### config.mk
export PLATFORM = sky130hd
export DESIGN_NAME = duart_baud_clock_select
export DESIGN_NICKNAME = d
export VERILOG_FILES = /design/src/baud_div.v /design/src/duart_baud_clock_select.v
export VERILOG_INCLUDE_DIRS = /design/src
export SDC_FILE = /design/constraint.sdc
export NUM_CORES = 1
export LEC_CHECK = 0
export BUFFER_PORTS_ARGS = -buffer_cell sky130_fd_sc_hd__buf_2
export CAP_MARGIN = 20
export CORE_MARGIN = 3
export CORE_UTILIZATION = 49
export CTS_CLUSTER_DIAMETER = 150
export CTS_CLUSTER_SIZE = 30
export DETAILED_ROUTE_END_ITERATION = 6
export PLACE_DENSITY = 0.75
export SKIP_LAST_GASP = 1
export SLEW_MARGIN = 40
export SYNTH_ARGS = -nofsm -noshare
export SYNTH_HDL_FRONTEND = slang
export SYNTH_SLANG_ARGS = --single-unit
### constraint.sdc
create_clock -name i_clk -period 4 [get_ports i_clk]
set_clock_uncertainty 0.05 [all_clocks]
set_input_delay 0.2 -clock i_clk [delete_from_list [all_inputs] [get_ports i_clk]]
set_output_delay 0.2 -clock i_clk [all_outputs]
set_load 0.01 [all_outputs]
### src/duart_clk_regs.vh
// register offsets, fields, reset values and divisor counts of the baud clock select block
`ifndef DUART_CLK_REGS_VH
`define DUART_CLK_REGS_VH

// ****************************************
// register offsets
// ****************************************
`define ADDR_W                5
`define OFS_CHAN_A_CLK_SEL    5'h01
`define OFS_CHAN_A_COMMAND    5'h02
`define OFS_CHAN_B_CLK_SEL    5'h09
`define OFS_CHAN_B_COMMAND    5'h0A
`define OFS_RATE_CONTROL      5'h10
`define OFS_CLOCK_STATUS      5'h11

// ****************************************
// field positions
// ****************************************
`define CSEL_RX_HI            7
`define CSEL_RX_LO            4
`define CSEL_TX_HI            3
`define CSEL_TX_LO            0
`define CMD_CODE_HI           7
`define CMD_CODE_LO           4
`define CMD_TX_DISABLE        3
`define CMD_TX_ENABLE         2
`define CMD_RX_DISABLE        1
`define CMD_RX_ENABLE         0
`define RC_EXT_MODE_ONE       0
`define RC_EXT_MODE_TWO       2
`define RC_RATE_SET           7

// ****************************************
// clock select codes
// ****************************************
`define CODE_TIMER            4'hD
`define CODE_PIN_X16          4'hE
`define CODE_PIN_X1           4'hF

// ****************************************
// reset values
// ****************************************
`define RST_CLK_SEL           8'h00
`define RST_RATE_CONTROL      8'h00

// ****************************************
// reference and divisors: reference / (16 * baud), counted on both reference edges
// ****************************************
`define DIV_W                 13
`define DIV_50                13'h1200
`define DIV_75                13'h0C00
`define DIV_110               13'h0830
`define DIV_134               13'h06B0
`define DIV_150               13'h0600
`define DIV_200               13'h0480
`define DIV_300               13'h0300
`define DIV_450               13'h0200
`define DIV_600               13'h0180
`define DIV_880               13'h0106
`define DIV_900               13'h0100
`define DIV_1050              13'h00DC
`define DIV_1076              13'h00D6
`define DIV_1200              13'h00C0
`define DIV_1800              13'h0080
`define DIV_2000              13'h0073
`define DIV_2400              13'h0060
`define DIV_3600              13'h0040
`define DIV_4800              13'h0030
`define DIV_7200              13'h0020
`define DIV_9600              13'h0018
`define DIV_14400             13'h0010
`define DIV_19200             13'h000C
`define DIV_28800             13'h0008
`define DIV_38400             13'h0006
`define DIV_57600             13'h0004
`define DIV_115200            13'h0002
`define DIV_230400            13'h0001

`endif

### src/baud_div.v
// divider that makes one 16x baud clock from reference edge ticks
`timescale 1ns/1ps

module baud_div #(
    parameter DIV_W = 13
) (
    // clock and reset
    input  wire             i_clk,
    input  wire             i_resetn,
    // reference edge tick and divisor
    input  wire             i_edge,
    input  wire [DIV_W-1:0] i_divisor,
    // divided clock
    output wire             o_clk
);

    reg  [DIV_W-1:0] cnt_q;
    reg              clk_q;

    // ***********************************************************************
    // half period counter
    // ***********************************************************************
    // both reference edges are counted, so toggling every divisor edges gives
    // an exact half period even for odd divisors and for a divisor of one
    always @(posedge i_clk) begin
        if (!i_resetn) begin
            cnt_q <= {DIV_W{1'b0}};
            clk_q <= 1'b0;
        end else if (i_edge) begin
            // >= so a smaller divisor written mid count cannot run away
            if (cnt_q >= i_divisor - {{(DIV_W-1){1'b0}}, 1'b1}) begin
                cnt_q <= {DIV_W{1'b0}};
                clk_q <= ~clk_q;
            end else begin
                cnt_q <= cnt_q + {{(DIV_W-1){1'b0}}, 1'b1};
            end
        end
    end

    assign o_clk = clk_q;

endmodule // baud_div

### src/duart_baud_clock_select.v
// per channel receiver and transmitter baud clock selection with command register decode
//
// Overview of operation
// - clock select bits 7..4 pick receiver clock, bits 3..0 transmitter clock.
// - channel A receiver: 1110 fourth pin 16x, 1111 same pin 1x.
// - channel A transmitter: 1110 third pin 16x, 1111 same pin 1x.
// - channel B receiver: 1110 sixth pin 16x, 1111 same pin 1x.
// - channel B transmitter: 1110 fifth pin 16x, 1111 same pin 1x.
// - codes 0000..1100 fixed rates by mode and rate set; 1101 picks timer.
// - generator makes tabulated 16x clocks from the 3.6864 MHz reference.
// - generated 16x clock has 50 percent duty cycle.
// - clock select registers decode at 0x1 and 0x9.
// - command registers 0x2 and 0xA: code nibble, then Tx/Rx disable/enable bits.
//
// Our own choice: the strobed register port.
`timescale 1ns/1ps
`include "duart_clk_regs.vh"

module duart_baud_clock_select (
    // clock and reset
    input  wire       i_clk,
    input  wire       i_resetn,
    // register port
    input  wire [4:0] i_addr,
    input  wire [7:0] i_wdata,
    input  wire       i_wr,
    input  wire       i_rd,
    output wire [7:0] o_rdata,
    // clock sources
    input  wire       i_xtal,
    input  wire       i_timer_clk,
    input  wire       i_ext_in_three,
    input  wire       i_ext_in_four,
    input  wire       i_ext_in_five,
    input  wire       i_ext_in_six,
    // selected baud clocks and 1x flags
    output wire       o_rx_clk_a,
    output wire       o_tx_clk_a,
    output wire       o_rx_clk_b,
    output wire       o_tx_clk_b,
    output wire       o_rx_x1_a,
    output wire       o_tx_x1_a,
    output wire       o_rx_x1_b,
    output wire       o_tx_x1_b,
    // channel commands
    output wire [3:0] o_cmd_code_a,
    output wire       o_cmd_strobe_a,
    output wire [3:0] o_cmd_code_b,
    output wire       o_cmd_strobe_b,
    output wire       o_rx_en_a,
    output wire       o_tx_en_a,
    output wire       o_rx_en_b,
    output wire       o_tx_en_b
);

    // path index: 0 receiver A, 1 transmitter A, 2 receiver B, 3 transmitter B
    localparam NPATH = 4;

    // ****************************************
    // divisor lookup
    // ****************************************
    // extended mode II wins when both mode bits are set
    function [`DIV_W-1:0] rate_div;
        input [3:0] code;
        input       ext_one;
        input       ext_two;
        input       rate_set;
        begin
            rate_div = `DIV_230400;
            if (ext_two) begin
                case (code)
                    4'h0:    rate_div = rate_set ? `DIV_7200  : `DIV_4800;
                    4'h1:    rate_div = `DIV_880;
                    4'h2:    rate_div = `DIV_1076;
                    4'h3:    rate_div = rate_set ? `DIV_14400 : `DIV_19200;
                    4'h4:    rate_div = `DIV_28800;
                    4'h5:    rate_div = `DIV_57600;
                    4'h6:    rate_div = `DIV_115200;
                    4'h7:    rate_div = rate_set ? `DIV_2000  : `DIV_1050;
                    4'h8:    rate_div = `DIV_57600;
                    4'h9:    rate_div = `DIV_4800;
                    4'hA:    rate_div = rate_set ? `DIV_14400 : `DIV_57600;
                    4'hB:    rate_div = `DIV_9600;
                    4'hC:    rate_div = rate_set ? `DIV_19200 : `DIV_38400;
                    default: rate_div = `DIV_230400;
                endcase
            end else if (ext_one) begin
                case (code)
                    4'h0:    rate_div = rate_set ? `DIV_450    : `DIV_300;
                    4'h1:    rate_div = `DIV_110;
                    4'h2:    rate_div = `DIV_134;
                    4'h3:    rate_div = rate_set ? `DIV_900    : `DIV_1200;
                    4'h4:    rate_div = `DIV_1800;
                    4'h5:    rate_div = `DIV_3600;
                    4'h6:    rate_div = `DIV_7200;
                    4'h7:    rate_div = rate_set ? `DIV_2000   : `DIV_1050;
                    4'h8:    rate_div = `DIV_14400;
                    4'h9:    rate_div = `DIV_28800;
                    4'hA:    rate_div = rate_set ? `DIV_1800   : `DIV_7200;
                    4'hB:    rate_div = `DIV_57600;
                    4'hC:    rate_div = rate_set ? `DIV_115200 : `DIV_230400;
                    default: rate_div = `DIV_230400;
                endcase
            end else begin
                case (code)
                    4'h0:    rate_div = rate_set ? `DIV_75    : `DIV_50;
                    4'h1:    rate_div = `DIV_110;
                    4'h2:    rate_div = `DIV_134;
                    4'h3:    rate_div = rate_set ? `DIV_150   : `DIV_200;
                    4'h4:    rate_div = `DIV_300;
                    4'h5:    rate_div = `DIV_600;
                    4'h6:    rate_div = `DIV_1200;
                    4'h7:    rate_div = rate_set ? `DIV_2000  : `DIV_1050;
                    4'h8:    rate_div = `DIV_2400;
                    4'h9:    rate_div = `DIV_4800;
                    4'hA:    rate_div = rate_set ? `DIV_1800  : `DIV_7200;
                    4'hB:    rate_div = `DIV_9600;
                    4'hC:    rate_div = rate_set ? `DIV_19200 : `DIV_38400;
                    default: rate_div = `DIV_230400;
                endcase
            end
        end
    endfunction

    // ****************************************
    // registers
    // ****************************************
    reg  [7:0]       csel_a_q;
    reg  [7:0]       csel_b_q;
    reg  [7:0]       rate_ctl_q;
    reg  [7:0]       rdata_q;
    reg  [3:0]       code_a_q;
    reg  [3:0]       code_b_q;
    reg              strobe_a_q;
    reg              strobe_b_q;
    reg              rx_en_a_q;
    reg              tx_en_a_q;
    reg              rx_en_b_q;
    reg              tx_en_b_q;
    reg  [1:0]       xtal_sync_q;
    reg              xtal_prev_q;
    reg  [NPATH-1:0] pin_meta_q;
    reg  [NPATH-1:0] pin_sync_q;
    reg  [NPATH-1:0] clk_q;
    reg  [NPATH-1:0] x1_q;

    wire             wr_cmd_a;
    wire             wr_cmd_b;
    wire             xtal_edge;
    wire [NPATH-1:0] pin_raw;
    wire [NPATH-1:0] gen_clk;
    wire [15:0]      codes;

    // ****************************************
    // register writes
    // ****************************************
    assign wr_cmd_a = i_wr && (i_addr == `OFS_CHAN_A_COMMAND);
    assign wr_cmd_b = i_wr && (i_addr == `OFS_CHAN_B_COMMAND);

    // clock select and rate control storage
    always @(posedge i_clk) begin
        if (!i_resetn) begin
            csel_a_q   <= `RST_CLK_SEL;
            csel_b_q   <= `RST_CLK_SEL;
            rate_ctl_q <= `RST_RATE_CONTROL;
        end else if (i_wr) begin
            if (i_addr == `OFS_CHAN_A_CLK_SEL) begin
                csel_a_q <= i_wdata;
            end
            if (i_addr == `OFS_CHAN_B_CLK_SEL) begin
                csel_b_q <= i_wdata;
            end
            if (i_addr == `OFS_RATE_CONTROL) begin
                rate_ctl_q <= i_wdata;
            end
        end
    end

    // command decode: code nibble is passed on as a one cycle strobe
    always @(posedge i_clk) begin
        if (!i_resetn) begin
            code_a_q   <= 4'h0;
            code_b_q   <= 4'h0;
            strobe_a_q <= 1'b0;
            strobe_b_q <= 1'b0;
        end else begin
            strobe_a_q <= wr_cmd_a;
            strobe_b_q <= wr_cmd_b;
            if (wr_cmd_a) begin
                code_a_q <= i_wdata[`CMD_CODE_HI:`CMD_CODE_LO];
            end
            if (wr_cmd_b) begin
                code_b_q <= i_wdata[`CMD_CODE_HI:`CMD_CODE_LO];
            end
        end
    end

    // enable state: a disable in the same word as its enable wins, the safe side
    always @(posedge i_clk) begin
        if (!i_resetn) begin
            rx_en_a_q <= 1'b0;
            tx_en_a_q <= 1'b0;
            rx_en_b_q <= 1'b0;
            tx_en_b_q <= 1'b0;
        end else begin
            if (wr_cmd_a) begin
                if (i_wdata[`CMD_TX_DISABLE]) begin
                    tx_en_a_q <= 1'b0;
                end else if (i_wdata[`CMD_TX_ENABLE]) begin
                    tx_en_a_q <= 1'b1;
                end
                if (i_wdata[`CMD_RX_DISABLE]) begin
                    rx_en_a_q <= 1'b0;
                end else if (i_wdata[`CMD_RX_ENABLE]) begin
                    rx_en_a_q <= 1'b1;
                end
            end
            if (wr_cmd_b) begin
                if (i_wdata[`CMD_TX_DISABLE]) begin
                    tx_en_b_q <= 1'b0;
                end else if (i_wdata[`CMD_TX_ENABLE]) begin
                    tx_en_b_q <= 1'b1;
                end
                if (i_wdata[`CMD_RX_DISABLE]) begin
                    rx_en_b_q <= 1'b0;
                end else if (i_wdata[`CMD_RX_ENABLE]) begin
                    rx_en_b_q <= 1'b1;
                end
            end
        end
    end

    // ****************************************
    // register reads
    // ****************************************
    // select and command registers are write only and read as zero
    always @(posedge i_clk) begin
        if (!i_resetn) begin
            rdata_q <= 8'h00;
        end else if (i_rd) begin
            case (i_addr)
                `OFS_RATE_CONTROL: rdata_q <= rate_ctl_q;
                `OFS_CLOCK_STATUS: rdata_q <= {tx_en_b_q, rx_en_b_q, tx_en_a_q, rx_en_a_q, x1_q};
                default:           rdata_q <= 8'h00;
            endcase
        end else begin
            rdata_q <= 8'h00;
        end
    end

    // ****************************************
    // input synchronisers
    // ****************************************
    assign pin_raw = {i_ext_in_five, i_ext_in_six, i_ext_in_three, i_ext_in_four};

    // reference edges are only looked at past the second stage
    always @(posedge i_clk) begin
        if (!i_resetn) begin
            xtal_sync_q <= 2'b00;
            xtal_prev_q <= 1'b0;
            pin_meta_q  <= {NPATH{1'b0}};
            pin_sync_q  <= {NPATH{1'b0}};
        end else begin
            xtal_sync_q <= {xtal_sync_q[0], i_xtal};
            xtal_prev_q <= xtal_sync_q[1];
            pin_meta_q  <= pin_raw;
            pin_sync_q  <= pin_meta_q;
        end
    end

    // both reference edges; the reference must stay well below half of i_clk
    assign xtal_edge = xtal_sync_q[1] ^ xtal_prev_q;

    // ****************************************
    // generator and selection per path
    // ****************************************
    // code nibbles: receiver from bits 7..4, transmitter from bits 3..0
    assign codes = {csel_b_q[`CSEL_TX_HI:`CSEL_TX_LO], csel_b_q[`CSEL_RX_HI:`CSEL_RX_LO],
                    csel_a_q[`CSEL_TX_HI:`CSEL_TX_LO], csel_a_q[`CSEL_RX_HI:`CSEL_RX_LO]};

    genvar gi;
    generate
        for (gi = 0; gi < NPATH; gi = gi + 1) begin : g_path
            wire [3:0] code = codes[4*gi+3:4*gi];

            // one divider per path so every direction may run its own rate
            baud_div #(
                .DIV_W (`DIV_W)
            ) u_div (
                .i_clk     (i_clk),
                .i_resetn  (i_resetn),
                .i_edge    (xtal_edge),
                .i_divisor (rate_div(code, rate_ctl_q[`RC_EXT_MODE_ONE],
                                     rate_ctl_q[`RC_EXT_MODE_TWO], rate_ctl_q[`RC_RATE_SET])),
                .o_clk     (gen_clk[gi])
            );

            // clock mux; pins feed receiver A four, transmitter A three, receiver B six, transmitter B five
            always @(posedge i_clk) begin
                if (!i_resetn) begin
                    clk_q[gi] <= 1'b0;
                    x1_q[gi]  <= 1'b0;
                end else begin
                    case (code)
                        `CODE_TIMER: begin
                            clk_q[gi] <= i_timer_clk;
                            x1_q[gi]  <= 1'b0;
                        end
                        `CODE_PIN_X16: begin
                            clk_q[gi] <= pin_sync_q[gi];
                            x1_q[gi]  <= 1'b0;
                        end
                        `CODE_PIN_X1: begin
                            clk_q[gi] <= pin_sync_q[gi];
                            x1_q[gi]  <= 1'b1;
                        end
                        default: begin
                            clk_q[gi] <= gen_clk[gi];
                            x1_q[gi]  <= 1'b0;
                        end
                    endcase
                end
            end
        end
    endgenerate

    // ****************************************
    // outputs
    // ****************************************
    assign o_rdata        = rdata_q;
    assign o_rx_clk_a     = clk_q[0];
    assign o_tx_clk_a     = clk_q[1];
    assign o_rx_clk_b     = clk_q[2];
    assign o_tx_clk_b     = clk_q[3];
    assign o_rx_x1_a      = x1_q[0];
    assign o_tx_x1_a      = x1_q[1];
    assign o_rx_x1_b      = x1_q[2];
    assign o_tx_x1_b      = x1_q[3];
    assign o_cmd_code_a   = code_a_q;
    assign o_cmd_strobe_a = strobe_a_q;
    assign o_cmd_code_b   = code_b_q;
    assign o_cmd_strobe_b = strobe_b_q;
    assign o_rx_en_a      = rx_en_a_q;
    assign o_tx_en_a      = tx_en_a_q;
    assign o_rx_en_b      = rx_en_b_q;
    assign o_tx_en_b      = tx_en_b_q;

endmodule // duart_baud_clock_select

Word-level counts from Yosys, hierarchy flattened
Cells that the tools add are included.

Word-level logic and storage cells: 191. Register bits after elaboration: 121. Bits of input ports: 23.

Multiplexer cells: 48. Order comparisons: 4. Reductions and logical operators: 28. Bitwise logic cells: 5. Add/sub/neg operators: 8. Equal/unequal tests: 66.

Operators by type and width (number): $pmux W13 S13 (4); $pmux W12 S13 (4); $pmux W9 S12 (4); $mux W13 (13); $eq A4 B4 Y1 const B (32); $eq A4 B3 Y1 const B (16); $add A13 B1 Y13 const B (4); $ge A13 B13 Y1 (4); $sub A13 B1 Y13 const B (4); $eq A4 B2 Y1 const B (8); $reduce_and A2 Y1 (12); $mux W9 (2); $eq A4 B1 Y1 const B (4); $logic_not A4 Y1 (4); $mux W8 (2); $pmux W8 S2 (1); $reduce_or A2 Y1 (8); $mux W5 (3); $eq A5 B4 Y1 const B (2); $eq A5 B5 Y1 const B (2); $mux W10 (1); $mux W1 (8); $pmux W1 S2 (4); $eq A5 B1 Y1 const B (1); 7 further kinds (12).

Depth between registers and ports, before layout
Gate-level depths: netlist of run 1.

Depth in word-level cells: 7. Gate-level depth with buffers: 21. Depth with buffers taken out: 18.

Hierarchy
A second synthesis of run 1 with hierarchy kept.

Cells, all modules: 1219. Area total of the unflattened synthesis: 9599.2 um2.

By module, submodules not included: duart_baud_clock_select (cells each 660, instances 1, area an instance 4976.0 um2, sequential area each 1301.2 um2); baud_div at g_path[0].u_div ... (cells each 140, instances 3, area an instance 1143.6 um2, sequential area each 280.3 um2); baud_div at g_path[2].u_div (cells each 139, instances 1, area an instance 1192.4 um2, sequential area each 280.3 um2).

Worst setup path after synthesis of run 1
OpenSTA, ideal clock, no wires.

Path kind: reg2reg. Start: register csel_a_q[7]. End: register g_path[0].u_div.cnt_q[10]. Period minus slack after synthesis: 3.767 ns. Data arrival time: 3.652 ns. Stages on the path, launching flop included: 20. Setup slack: 0.233 ns. Path through: dfxtp_1 > buf_4 > buf_2 > buf_1 > o22ai_1 > a32oi_1 > nor2b_1 > nor2_1 > ha_1 > nand3_1 > nor3b_1 > and4_1 > nor2_1 > ha_1 > a21o_1 > a21o_1 > a21oi_1 > o221ai_1 > clkbuf_1 > nor2_1.

Longest elaborated chain between the ends: 7. Elaborated cells on any way between the ends: 22.

RTL lines: start, declared (RTL line duart_baud_clock_select.v:128) `reg [7:0] csel_a_q;`; start signal, assigned (RTL line duart_baud_clock_select.v:163) `` csel_a_q <= `RST_CLK_SEL; ``; start signal, assigned (RTL line duart_baud_clock_select.v:168) `csel_a_q <= i_wdata;`; $eq A4 B4 Y1 (tied with other cells) (RTL line duart_baud_clock_select.v:71, duart_baud_clock_select.v:88, duart_baud_clock_select.v:105); $pmux W13 S13 (tied with other cells) (RTL line duart_baud_clock_select.v:105) `case (code)`; $mux W13 / $pmux W9 S12 (equally long branches) (RTL line duart_baud_clock_select.v:87, duart_baud_clock_select.v:71); $mux W13 * (RTL line duart_baud_clock_select.v:70) `if (ext_two) begin`; $sub A13 B1 Y13 * (RTL line baud_div.v:31) `if (cnt_q >= i_divisor - {{(DIV_W-1){1'b0}}, 1'b1}) begin`; $ge A13 B13 Y1 * (RTL line baud_div.v:31); $mux W13 * (RTL line baud_div.v:31); end signal, assigned (RTL line baud_div.v:27) `cnt_q <= {DIV_W{1'b0}};`; end signal, assigned (RTL line baud_div.v:32) `cnt_q <= {DIV_W{1'b0}};`; end signal, assigned (RTL line baud_div.v:35) `cnt_q <= cnt_q + {{(DIV_W-1){1'b0}}, 1'b1};`; end, declared (RTL line baud_div.v:17) `reg [DIV_W-1:0] cnt_q;`.

Every way passes the cells marked *; elsewhere a longest branch is shown, timed or not. A chain may end at the register's enable or synchronous reset.

Worst setup path after layout of run 1
Start: register csel_a_q[5]. End: register g_path[0].u_div.cnt_q[9].

Same word-level chain as after synthesis.

==> load_flow_metrics.sql, run 1 <==
INSERT INTO impl_metrics (metric_group, metric, value, unit) VALUES
('run_status', 'run_status', 'finished clean', ''),
('global_route', 'grt_pass1_wl', '43.4', 'mm'),
('synthesis', 'postSynthRegisterBits', '121', ''),
('setup_path', 'worst_path_max_fanout', '32', ''),
('detailed_routing', 'first_iter_violations', '652', ''),
('synthesis', 'post_synth_num_cell_types', '104', ''),
('synthesis', 'async_flop_share', '0', '%'),
('detailed_routing', 'finalWirelength', '26.4', 'mm'),
('sta', 'final_hold_viol_count', '0', ''),
('detailed_routing', 'avgViaCountPerCell', '6.02', ''),
('clocking', 'worstSkewPairLatency', '420', 'ps'),
('sta', 'max_fclk', '0.266', 'GHz'),
('synthesis', 'summed_instance_area_of_the_synthesized_netlist', '9680', 'um2'),
('global_route', 'gr-usage-met3', '3.94', '%'),
('setup_path', 'setup.worst_path.start_class', 'register', ''),
('synthesis', 'largest_family_of_logic_cells_by_synthesized_area', 'simple AND/OR/NAND/NOR gates', ''),
('power', 'cellPowerDensity', '280', 'nW/um2'),
('floorplan', 'fp-row-count', '50', ''),
('clocking', 'max_buffers_root_to_sink', '2', ''),
('synthesis', 'postSynth.topFlopCell', 'dfxtp_1', ''),
('sta', 'timing_max_transition_violations_final', '0', ''),
('global_route', 'antenna_violations_before_repair', '1', ''),
('clocking', 'cts_tree', 'built', ''),
('sta', 'rsz0062_at_grt', 'true', ''),
('min_path', 'worstHoldPathType', 'in2reg', ''),
('detailed_routing', 'post-route-drc-count', '0', ''),
('synthesis', 'synth_xor_area_share', '7.51', '%'),
('sta', 'fin_crit_sh', '94.0', '%'),
('power', 'vdd_drop_max', '0.000308', 'V'),
('floorplan', 'ios', '53', ''),
('setup_path', 'worstSetupPathType', 'reg2reg', ''),
('synthesis', 'synth_edf_count', '0', ''),
('clocking', 'clk_transition_reported_paths', '60', 'ps'),
('global_route', 'pin_count_of_the_biggest_net_entering_global_routing', '47', ''),
('flow_run', 'cap_violations', '0', ''),
('synthesis', 'proportion_of_synthesized_area_in_mux_cells', '3.06', '%'),
('global_route', 'globalRouteMet2Util', '36.8', '%'),
('setup_path', 'endpoint_kind', 'register', ''),
('placement', 'dp_slack', '45.5', 'ps'),
('layout', 'drive_gt1_share', '18.7', '%'),
('clocking', 'tritoncts_num_sinks', '121', ''),
('synthesis', 'synth-simple-area-share', '29.3', '%'),
('global_route', 'grtUsageTotal', '24.0', '%'),
('sta', 'crit_path_time_final', '3760', 'ps'),
('detailed_routing', 'wire_per_inst', '16.7', 'um'),
('synthesis', 'yosys_warnings', '0', ''),
('synthesis', 'syn-instance-count', '1238', ''),
('clocking', 'level_count_of_the_clock_h_tree', '4', ''),
('synthesis', 'compound_gate_portion_of_the_synthesized_area', '21.2', '%'),
('placement', 'postPlaceCellArea', '10400', 'um2'),
('sta', 'worst_slew_margin_rel', '45.0', '%'),
('detailed_routing', 'ant_nets', '0', ''),
('sta', 'layout_setup_ws', '241', 'ps'),
('synthesis', 'seq_area_frac_synth', '25.0', '%'),
('sta', 'timing_worst_slew_pin_value', '824', 'ps'),
('synthesis', 'synthDominantCellAreaShare', '25.0', '%'),
('global_route', 'first_global_vias', '8688', ''),
('floorplan', 'initial_core_util', '50.7', '%'),
('clocking', 'cts.root.buffer_cell', 'clkbuf_16', ''),
('placement', 'place_congestion', '0.952', ''),
('layout', 'design.final.nets', '1389', ''),
('sta', 'final-setup-viol-count', '0', ''),
('synthesis', 'synth_fa_ha_area_share', '7.75', '%'),
('global_route', 'grt.overflow.total', '0', ''),
('detailed_routing', 'vias', '9500', ''),
('floorplan', 'placeable_core_region', '19100', 'um2'),
('synthesis', 'syn-mean-instance-area', '7.82', 'um2'),
('global_route', 'global_route.usage.met1', '34.1', '%'),
('floorplan', 'die_area', '21500', 'um2'),
('layout', 'syn_to_final_growth', '16.7', '%'),
('setup_path', 'crit_required', '4310', 'ps'),
('power', 'cellLeakagePower', '4.72', 'nW'),
('placement', 'count_of_buffers_from_port_buffering', '52', ''),
('layout', 'postLayoutCellArea', '11300', 'um2'),
('global_route', 'grt.busiest_layer', 'met2', ''),
('synthesis', 'synth.top_cells.by_area', 'dfxtp_1 25%, ha_1 7.8%, nor2_1 5.9%', ''),
('floorplan', 'floorplan.die.height', '147', 'um'),
('floorplan', 'fp.dieW', '147', 'um'),
('placement', 'detailed_place_hpwl', '18.9', 'mm'),
('layout', 'antenna_cells_inserted', '0', ''),
('synthesis', 'synth_nets', '1321', ''),
('detailed_routing', 'dr.pass1.iters', '5', ''),
('setup_path', 'signal_arrival_time_at_the_worst_endpoint', '4070', 'ps'),
('synthesis', 'synthDominantAreaCellType', 'dfxtp_1', ''),
('clocking', 'numCtsBuffers', '17', '');
-- metal layers --
layer  part of all wire (%)  vias to the layer above  wire [um]
met2                     44                      404      11700
met1                     47                     4399      12400
met5                  0.049                        -         13
met4                    2.1                        2        567
met3                    6.6                       50       1740
li1                       -                     4645          -
-- stage by stage --
stage          TNS (ps)  std cells  utilization [%]  total power [mW]  hold WS, ps
2_1_floorplan         0       1238                -              1.44          228
3_3_place_gp          0       1537             54.6              1.52          362
3_5_place_dp          0       1537             54.7              1.53          360
4_1_cts               0       1576             58.3              3.19         2.31
5_1_grt            -543       1579             59.2              3.27         15.4
6_report              0       1579             59.2              3.17         4.30
-- what timing repair did --
item,CTS,global route
hold buffers,7,0
setup endpoints to repair,4,56
buffers inserted,0,3
pin swaps,0,4
gates resized for setup,1,41
hold endpoints to repair,6,0
-- worst paths after layout --
path / endpoint / cells after the start / start / slack [ps]
setup reg to reg: g_path[0].u_div.cnt_q[9] / 19 / csel_a_q[5] / 240
hold reg to reg: xtal_sync_q[1] / 1 / xtal_sync_q[0] / 380
hold / removal: o_rx_en_b / 2 / i_wdata[1] / 4
setup / recovery: g_path[0].u_div.cnt_q[9] / 19 / csel_a_q[5] / 240
-- cells by family (layout without fill, tap and decap cells) --
group	count (synthesis)	count (layout)
AND/OR/NAND/NOR	530	530
AO/OA/AOI/OAI	298	298
flip-flops	121	121
buffers and inverters	117	198
XOR/XNOR	83	83
adder cells (fa/ha/maj)	60	60
multiplexers	29	29
-- worst max-delay path, stage by stage, from the launching register on --
cell and delay, ps:
dfxtp_1 340, buf_12 180, or3b_1 420, o22ai_1 150, a32oi_1 80, nor2b_1 120
nor2_1 50, ha_1 220, nand3_1 200, nor3b_1 80, nor3_1 160, nor2_1 80
ha_1 300, and4_1 240, a21oi_1 190, nand2_1 100, a31oi_2 230, o221ai_1 180
buf_4 230, nor2_1 110
-- synth_stat cells, drive strengths merged (25+ instances only) --
master and number:
a21oi 72, buf 70, clkbuf 25, dfxtp 121, ha 60, mux2i 27, nand2 97, nand3 47
nand4 33, nor2 152, nor2b 31, nor3 36, o21ai 60, xnor2 35, xor2 48
-- registers in the layout, indices dropped and copies added, names as in the netlist, 2 cells and up --
signal              flops
o_cmd_code_b            4
pin_sync_q              4
csel_a_q                8
csel_b_q                8
o_cmd_code_a            4
o_rdata                 8
g_path.u_div.cnt_q     52
g_path.u_div.o_clk      4
rate_ctl_q              8
pin_meta_q              4
xtal_sync_q             2
-- layout by cell type, fill, tap and decap left out, types with 7 or more instances in the layout --
master	count
o22ai_1	12
nor4_1	7
dlygate4sd3_1	7
nand2b_1	20
a21oi_1	71
dfxtp_1	107
ha_1	59
xor2_1	47
clkbuf_16	17
nand2_1	96
nand3_1	46
a31oi_1	12
a21o_1	20
o211ai_1	8
a22oi_1	15
nand4_1	32
o21ai_0	51
buf_4	81
nor3b_1	10
nor3_1	30
nand3b_1	8
inv_1	15
buf_2	51
a211oi_1	9
dfxtp_2	9
nor2_1	151
o221ai_1	7
o2111ai_1	7
and2_1	18
mux2i_1	27
xnor2_1	34
nor2b_1	29
o21ai_1	9
and3_1	11
-- report_power, final --
group          switching (mW)  leakage [nW]  total, mW  internal, mW
clock                   0.587         0.294       1.66          1.07
combinational           0.155          3.44      0.266         0.111
sequential             0.0201         0.988       1.24          1.22
-- cell type report --
type,count,area [um2]
sequential,121,2450
fill,1650,7780
tap,260,325
inverter,22,87.6
clock inverter,12,173
clock buffer,20,457
multi-input combinational,1000,6800
timing repair buffer,144,1010
No activity file was read; power rests on OpenSTA's default activity.
==> run 2, diff against run 1 <==
CORE_ASPECT_RATIO = 1.75   (was not set)
==> run 2 against run 1 <==
Against the previous run: first-iteration DRC count decreased by 7.4%; hold slack improved by 18 ps; critical path depth decreased by 2; global-route usage increased by 2.9 points; critical path type unchanged; largest cell class unchanged.
==> load_flow_metrics.sql, run 2 (synthesis gave the netlist of run 1 again) <==
INSERT INTO impl_metrics (metric_group, metric, value, unit) VALUES
('setup_path', 'rr_endpoint', 'g_path[2].u_div.o_clk', ''),
('setup_path', 'path_cells', 'buf_4, buf_4, or4b_4, o21ai_1, o221ai_1, o2111a_1, and3b_1, and3_4, mux2_4, ha_1, a21o_1, a21o_1, a21oi_2, buf_4, nand4_1, o311a_1, o311ai_0', ''),
('sta', 'fin_crit_sh', '95.3', '%'),
('detailed_routing', 'wire_per_inst', '18.4', 'um'),
('sta', 'final_hold_viol_count', '0', ''),
('power', 'cellLeakagePower', '4.77', 'nW'),
('setup_path', 'worst_path_max_fanout', '11', ''),
('setup_path', 'endpoint_kind', 'register', ''),
('clocking', 'clk_transition_reported_paths', '70', 'ps'),
('clocking', 'tritoncts_num_sinks', '121', ''),
('power', 'cellPowerDensity', '278', 'nW/um2'),
('run_status', 'run_status', 'finished clean', ''),
('detailed_routing', 'ant_nets', '0', ''),
('flow_run', 'cap_violations', '0', ''),
('layout', 'antenna_cells_inserted', '0', ''),
('detailed_routing', 'finalWirelength', '28.9', 'mm'),
('power', 'switching_share', '28.6', '%'),
('global_route', 'grt_pass1_wl', '47.4', 'mm'),
('layout', 'layout.cells.most_common_list', '151 x nor2_1, 106 x dfxtp_1, 96 x nand2_1', ''),
('power', 'power.share.sequential', '39.6', '%'),
('setup_path', 'critical_path.most_common_cell', 'buf_4', ''),
('placement', 'dp_cells', '1532', ''),
('global_route', 'first_global_vias', '9469', ''),
('layout', 'postLayoutCellArea', '11300', 'um2'),
('global_route', 'grt.overflow.total', '0', ''),
('setup_path', 'worstSetupPathType', 'reg2reg', ''),
('sta', 'worst_slew_margin_rel', '57.3', '%'),
('placement', 'postPlaceCellArea', '10600', 'um2'),
('sta', 'crit_path_time_final', '3810', 'ps'),
('setup_path', 'total_buffers_and_inverters_traversed_by_the_critical_path', '3', ''),
('clocking', 'numCtsBuffers', '17', ''),
('sta', 'max_fclk', '0.262', 'GHz'),
('layout', 'drive_gt1_share', '19.2', '%'),
('power', 'share_clk_of_total_power', '51.7', '%'),
('min_path', 'worst_hold_startpoint', 'i_wdata[1]', ''),
('detailed_routing', 'first_iter_violations', '604', ''),
('detailed_routing', 'dr.pass1.iters', '6', ''),
('floorplan', 'fp-row-count', '67', ''),
('setup_path', 'crit_cells', '17', ''),
('sta', 'rsz0062_at_grt', 'true', ''),
('layout', 'syn_to_final_growth', '17.2', '%'),
('clocking', 'worstSkewPairLatency', '420', 'ps'),
('setup_path', 'timing.reg2reg.worst_path_depth', '17', ''),
('floorplan', 'ios', '53', ''),
('floorplan', 'placeable_core_region', '19300', 'um2'),
('clocking', 'cts_tree', 'built', ''),
('floorplan', 'initial_core_util', '50.2', '%'),
('layout', 'num-fill-cells', '1747', ''),
('layout', 'flip_flop_count_of_the_largest_register_after_layout', '52', ''),
('placement', 'place_congestion', '0.994', ''),
('global_route', 'antenna_violations_before_repair', '0', ''),
('sta', 'timing_max_transition_violations_final', '0', ''),
('clocking', 'cts.root.buffer_cell', 'clkbuf_16', ''),
('sta', 'final-setup-viol-count', '0', ''),
('placement', 'detailed_place_hpwl', '21.3', 'mm'),
('layout', 'utilization_after_layout', '58.8', '%'),
('floorplan', 'floorplan.die.height', '192', 'um'),
('min_path', 'worstHoldPathType', 'in2reg', ''),
('setup_path', 'crit_required', '4270', 'ps'),
('detailed_routing', 'vias', '9726', ''),
('power', 'internal_power', '2.25', 'mW'),
('power', 'power.total', '3.15', 'mW'),
('layout', 'stdcell_count', '1572', ''),
('clocking', 'level_count_of_the_clock_h_tree', '4', ''),
('layout', 'register_cell_area_after_layout', '2440', 'um2'),
('power', 'vdd_drop_max', '0.000259', 'V'),
('setup_path', 'setup.worst_path.start_class', 'register', ''),
('power', 'power.share.combinational', '8.6', '%'),
('global_route', 'grtUsageTotal', '26.9', '%'),
('sta', 'timing_worst_slew_pin_value', '637', 'ps'),
('setup_path', 'critical_path.reg2reg.startpoint', 'csel_b_q[4]', ''),
('global_route', 'pin_count_of_the_biggest_net_entering_global_routing', '38', ''),
('min_path', 'min_path_cells', '2', ''),
('min_path', 'whs_endpoint', 'o_rx_en_b', ''),
('setup_path', 'ff2ff_setup_slack', '190', 'ps'),
('setup_path', 'signal_arrival_time_at_the_worst_endpoint', '4080', 'ps'),
('floorplan', 'die_area', '21500', 'um2'),
('power', 'power.net_switching', '0.903', 'mW'),
('layout', 'design.final.nets', '1401', ''),
('layout', 'multi_input_gate_area_in_the_final_layout', '6760', 'um2'),
('clocking', 'max_buffers_root_to_sink', '2', ''),
('detailed_routing', 'post-route-drc-count', '0', ''),
('detailed_routing', 'avgViaCountPerCell', '6.19', ''),
('setup_path', 'crit_family', 'compound AO/OA/AOI/OAI gates', ''),
('setup_path', 'critical-path-slowest-cell', 'or4b_4', ''),
('placement', 'count_of_buffers_from_port_buffering', '52', ''),
('floorplan', 'fp.dieW', '112', 'um'),
('layout', 'max_flop_register', 'g_path.u_div.cnt_q', ''),
('setup_path', 'critPathMaxStageDelay', '540', 'ps'),
('layout', 'final_common_cell', 'nor2_1', '');
[run 2: per-stage QoR]
stage | TNS [ps] | setup slack (ps) | hold slack (ps)
after floorplan | 0 | 233 | 228
after global placement | 0 | 186 | 356
after detailed placement | 0 | 118 | 359
after CTS | 0 | 89.5 | 12.3
after global routing | -82.4 | -15.1 | 27.1
final | 0 | 186 | 22.2
[run 2: area by class of cell]
| class | instances | share of cell area (%) |
|---|---|---|
| Timing Repair Buffer | 156 | 10.0 |
| Clock inverter | 15 | 1.72 |
| Tap cell | 241 | 2.66 |
| Clock buffer | 17 | 3.75 |
| Sequential cell | 121 | 21.5 |
| Multi-Input combinational cell | 1000 | 59.6 |
| Inverter | 22 | 0.728 |
[run 2: power by group through the flow]
| stage | Clock [mW] | Combinational, mW | Sequential [mW] |
|---|---|---|---|
| 6_report | 1.63 | 0.272 | 1.25 |
| 5_1_grt | 1.70 | 0.300 | 1.25 |
| 4_1_cts | 1.65 | 0.267 | 1.25 |
| 3_5_place_dp | 0 | 0.260 | 1.28 |
| 3_3_place_gp | 0 | 0.253 | 1.27 |
| 2_1_floorplan | 0 | 0.171 | 1.27 |
[run 2: per-layer routing]
layer	part of all wire [%]	track usage [%]	up-vias
met5	0	0	-
met4	7.4	18.4	0
met3	4.1	3.59	127
met2	52	49.8	366
met1	37	27.7	4557
li1	-	-	4676
[run 2: worst max-delay path by stage]
stage                      from                        end  slack [ps]
finish              csel_b_q[4]      g_path[2].u_div.o_clk         190
global route        csel_b_q[3]  g_path[3].u_div.cnt_q[12]         -20
CTS                 csel_b_q[7]      g_path[2].u_div.o_clk          90
detailed placement  csel_b_q[7]  g_path[2].u_div.cnt_q[12]         120
global placement    csel_b_q[7]   g_path[2].u_div.cnt_q[9]         190
floorplan           csel_a_q[7]  g_path[0].u_div.cnt_q[10]         230
[run 2: repair_timing]
item,CTS,global route
hold endpoints to repair,6,0
hold buffers,7,0
endpoints found under the setup margin,0,51
resized for setup,0,27
setup buffers,0,1
==> run 3, diff against run 2 <==
ABC_AREA = 1   (was not set)
GPL_TIMING_DRIVEN = 0   (was not set)
==> run 3 against run 2 <==
Against the previous run: register-to-register slack improved by 20 ps; first-iteration DRC count up 0.83%; area after synthesis shrank 7.1%; die area decreased by 6.8%; combinational power rose by 26%; non-clock buffer count decreased by 61; synthesized cell count increased by 15%; cell area is 9.4% lower; sequential cell count unchanged; critical path depth up 2; utilization down 1.0 points; power fell by 1.3%; largest power group unchanged.
==> load_flow_metrics.sql, run 3 <==
INSERT INTO impl_metrics (metric_group, metric, value, unit) VALUES
('synthesis', 'seq_area_frac_synth', '26.9', '%'),
('synthesis', 'yosys_warnings', '0', ''),
('floorplan', 'placeable_core_region', '17800', 'um2'),
('detailed_routing', 'post-route-drc-count', '0', ''),
('floorplan', 'die_area', '20100', 'um2'),
('synthesis', 'post-synth-top-count-cell', 'nand2_1', ''),
('placement', 'detailed_place_hpwl', '22.4', 'mm'),
('layout', 'flip_flop_count_of_the_largest_register_after_layout', '52', ''),
('synthesis', 'syn-mean-instance-area', '6.32', 'um2'),
('placement', 'dp_slack', '28.1', 'ps'),
('clocking', 'cts.root.buffer_cell', 'clkbuf_16', ''),
('layout', 'final_common_cell', 'nand2_1', ''),
('setup_path', 'worstSetupPathType', 'reg2reg', ''),
('clocking', 'worstSkewPairLatency', '430', 'ps'),
('sta', 'rsz0062_at_grt', 'true', ''),
('layout', 'max_flop_register', 'g_path.u_div.cnt_q', ''),
('synthesis', 'synth.top_cells.by_area', 'dfxtp_1 27%, nand2_1 16%, ha_1 8.3%', ''),
('synthesis', 'post_synth_num_cell_types', '45', ''),
('floorplan', 'floorplan.die.height', '185', 'um'),
('sta', 'timing_worst_slew_pin_value', '822', 'ps'),
('global_route', 'first_global_vias', '9573', ''),
('clocking', 'clk_transition_reported_paths', '60', 'ps'),
('setup_path', 'signal_arrival_time_at_the_worst_endpoint', '4040', 'ps'),
('layout', 'antenna_cells_inserted', '0', ''),
('sta', 'layout_setup_ws', '208', 'ps'),
('run_status', 'run_status', 'finished clean', ''),
('sta', 'worst_slew_margin_rel', '45.2', '%'),
('setup_path', 'endpoint_kind', 'register', ''),
('global_route', 'pin_count_of_the_biggest_net_entering_global_routing', '17', ''),
('synthesis', 'async_flop_share', '0', '%'),
('min_path', 'whs_endpoint', 'o_cmd_code_a[3]', ''),
('global_route', 'grt.busiest_layer', 'met2', ''),
('power', 'power.share.combinational', '11.0', '%'),
('layout', 'design.final.nets', '1584', ''),
('synthesis', 'summed_instance_area_of_the_synthesized_netlist', '8990', 'um2'),
('global_route', 'global_route.usage.met1', '31.5', '%'),
('floorplan', 'fp.dieW', '108', 'um'),
('global_route', 'gr-usage-met3', '5.20', '%'),
('placement', 'count_of_buffers_from_port_buffering', '52', ''),
('sta', 'crit_path_time_final', '3790', 'ps'),
('sta', 'timing_max_transition_violations_final', '0', ''),
('clocking', 'numCtsBuffers', '17', ''),
('power', 'power.net_switching', '0.838', 'mW'),
('setup_path', 'crit_required', '4250', 'ps'),
('detailed_routing', 'avgViaCountPerCell', '5.55', ''),
('sta', 'final-setup-viol-count', '0', ''),
('synthesis', 'synth_nets', '1505', ''),
('min_path', 'min_path_cells', '3', ''),
('global_route', 'globalRouteMet2Util', '52.6', '%'),
('power', 'share_clk_of_total_power', '49.4', '%'),
('setup_path', 'rr_endpoint', 'g_path[2].u_div.cnt_q[10]', ''),
('power', 'cellPowerDensity', '303', 'nW/um2'),
('detailed_routing', 'vias', '9693', ''),
('clocking', 'cts_tree', 'built', ''),
('sta', 'max_fclk', '0.264', 'GHz'),
('detailed_routing', 'ant_nets', '0', ''),
('global_route', 'grt_pass1_wl', '47.0', 'mm'),
('floorplan', 'initial_core_util', '50.6', '%'),
('flow_run', 'cap_violations', '0', ''),
('global_route', 'grtUsageTotal', '30.1', '%'),
('synthesis', 'syn-instance-count', '1422', ''),
('detailed_routing', 'first_iter_violations', '609', ''),
('setup_path', 'setup.worst_path.start_class', 'register', ''),
('synthesis', 'synthDominantAreaCellType', 'dfxtp_1', ''),
('detailed_routing', 'dr.pass1.iters', '6', ''),
('sta', 'final_hold_viol_count', '0', ''),
('global_route', 'grt.overflow.total', '0', ''),
('sta', 'finalSetupTns', '0', 'ps'),
('min_path', 'worstHoldPathType', 'in2reg', ''),
('synthesis', 'synthDominantCellAreaShare', '26.9', '%'),
('layout', 'drive_gt1_share', '11.6', '%'),
('synthesis', 'postSynthRegisterBits', '121', ''),
('synthesis', 'postSynth.topFlopCell', 'dfxtp_1', ''),
('setup_path', 'worst_path_max_fanout', '10', ''),
('clocking', 'tritoncts_num_sinks', '121', ''),
('setup_path', 'ff2ff_setup_slack', '210', 'ps'),
('min_path', 'worst_hold_startpoint', 'i_wdata[7]', ''),
('sta', 'fin_crit_sh', '94.8', '%'),
('detailed_routing', 'finalWirelength', '28.8', 'mm'),
('detailed_routing', 'wire_per_inst', '16.5', 'um'),
('setup_path', 'timing.reg2reg.worst_path_depth', '19', ''),
('power', 'switching_share', '27.0', '%'),
('power', 'power.share.sequential', '39.5', '%'),
('power', 'cellLeakagePower', '5.00', 'nW'),
('layout', 'syn_to_final_growth', '14.3', '%'),
('clocking', 'max_buffers_root_to_sink', '2', ''),
('placement', 'place_congestion', '1.03', ''),
('floorplan', 'fp-row-count', '64', ''),
('global_route', 'antenna_violations_before_repair', '0', ''),
('floorplan', 'ios', '53', ''),
('setup_path', 'critical_path.reg2reg.startpoint', 'rate_ctl_q[2]', ''),
('clocking', 'level_count_of_the_clock_h_tree', '4', ''),
('synthesis', 'yosys-top-cells-count', '379 x nand2_1, 194 x nor2_1, 136 x inv_1, 121 x dfxtp_1, 106 x nand3_1', ''),
('layout', 'layout.cells.most_common_list', '378 x nand2_1, 192 x nor2_1, 134 x inv_1', ''),
('synthesis', 'synth_edf_count', '0', ''),
('power', 'vdd_drop_max', '0.000294', 'V'),
('power', 'internal_power', '2.27', 'mW');
## run 3: cell count changes after synthesis, moves of 21 or more
cell | previous run | this run
a21oi_1 | 71 | 94
buf_2 | 42 | 6
inv_1 | 15 | 136
mux2i_1 | 27 | 0
nand2_1 | 97 | 379
nand3_1 | 46 | 106
nor2_1 | 151 | 194
nor2_2 | 1 | 22
nor2b_1 | 30 | 0
xnor2_1 | 35 | 11
## run 3: cells by family (layout without fill, tap and decap cells)
kind of cell             after synthesis  in the layout  synth area share, %
adder cells (fa/ha/maj)               60             60                 8.35
buffers and inverters                185            277                 8.29
AO/OA/AOI/OAI                        204            204                 12.4
flip-flops                           121            121                 26.9
XOR/XNOR                              51             51                 4.97
AND/OR/NAND/NOR                      801            801                 39.0
## run 3: power by group through the flow
| stage | Sequential (mW) | Clock [mW] | Combinational, mW |
|---|---|---|---|
| floorplan | 1.25 | 0 | 0.229 |
| global placement | 1.25 | 0 | 0.324 |
| detailed placement | 1.26 | 0 | 0.330 |
| CTS | 1.23 | 1.56 | 0.337 |
| global route | 1.23 | 1.61 | 0.388 |
| finish | 1.23 | 1.54 | 0.343 |
## run 3: what timing repair did
action,4_1_cts,5_1_grt
hold buffers,7,0
setup endpoints to repair,1,43
buffers inserted,0,2
hold endpoints to repair,8,0
gates resized for setup,0,25
pin swaps,0,2
## run 3: per-layer routing
| metal | vias to the layer above | routed length [um] |
|---|---|---|
| li1 | 4835 | - |
| met1 | 4384 | 10800 |
| met2 | 338 | 14200 |
| met3 | 136 | 1400 |
| met4 | 0 | 2400 |
| met5 | - | 0 |
## run 3: worst max-delay path, cell delays in order, from the launching register on
cell and delay, ps:
dfxtp_1 340, buf_6 180, clkbuf_1 640, nand2_1 210
nand2_1 100, inv_1 40, ha_1 200, nand2_1 170
inv_1 80, nand3b_1 90, nand2_1 60, ha_1 310
nand2_1 70, o21ai_0 160, a21oi_1 110, nand3_1 140
nand2_1 130, nand2_1 110, clkbuf_1 380, nor2_1 90
## run 3: area by class of cell
type                       count  area (um2)
fill                        1791        7500
sequential                   121        2420
buffer                        34         186
multi-input combinational   1116        5880
inverter                     150         566
clock buffer                  20         447
timing repair buffer          61         345
tap                          231         289
clock inverter                12         141
## run 3: worst max-delay path by stage
stage | start | endpoint | slack, ps | depth (start not counted)
final | rate_ctl_q[2] | g_path[2].u_div.cnt_q[10] | 210 | 19
after CTS | rate_ctl_q[0] | g_path[2].u_div.cnt_q[10] | 60 | 23
after detailed placement | rate_ctl_q[7] | g_path[3].u_div.cnt_q[12] | 30 | 24
after global placement | rate_ctl_q[7] | g_path[3].u_div.cnt_q[12] | 50 | 24
after floorplan | rate_ctl_q[7] | g_path[3].u_div.cnt_q[10] | 740 | 24
after global routing | rate_ctl_q[7] | g_path[3].u_div.cnt_q[11] | -8 | 25
## run 3: metrics by stage
stage	instances	instance area, um2	util [%]	power (mW)	hold WS (ps)
after detailed placement	1705	9550	53.7	1.58	336
after global routing	1745	10300	57.8	3.23	44.3
after floorplan	1422	8990	-	1.48	245
after CTS	1743	10200	57.4	3.13	17.4
final	1745	10300	57.8	3.11	34.1
after global placement	1705	9540	53.7	1.58	333
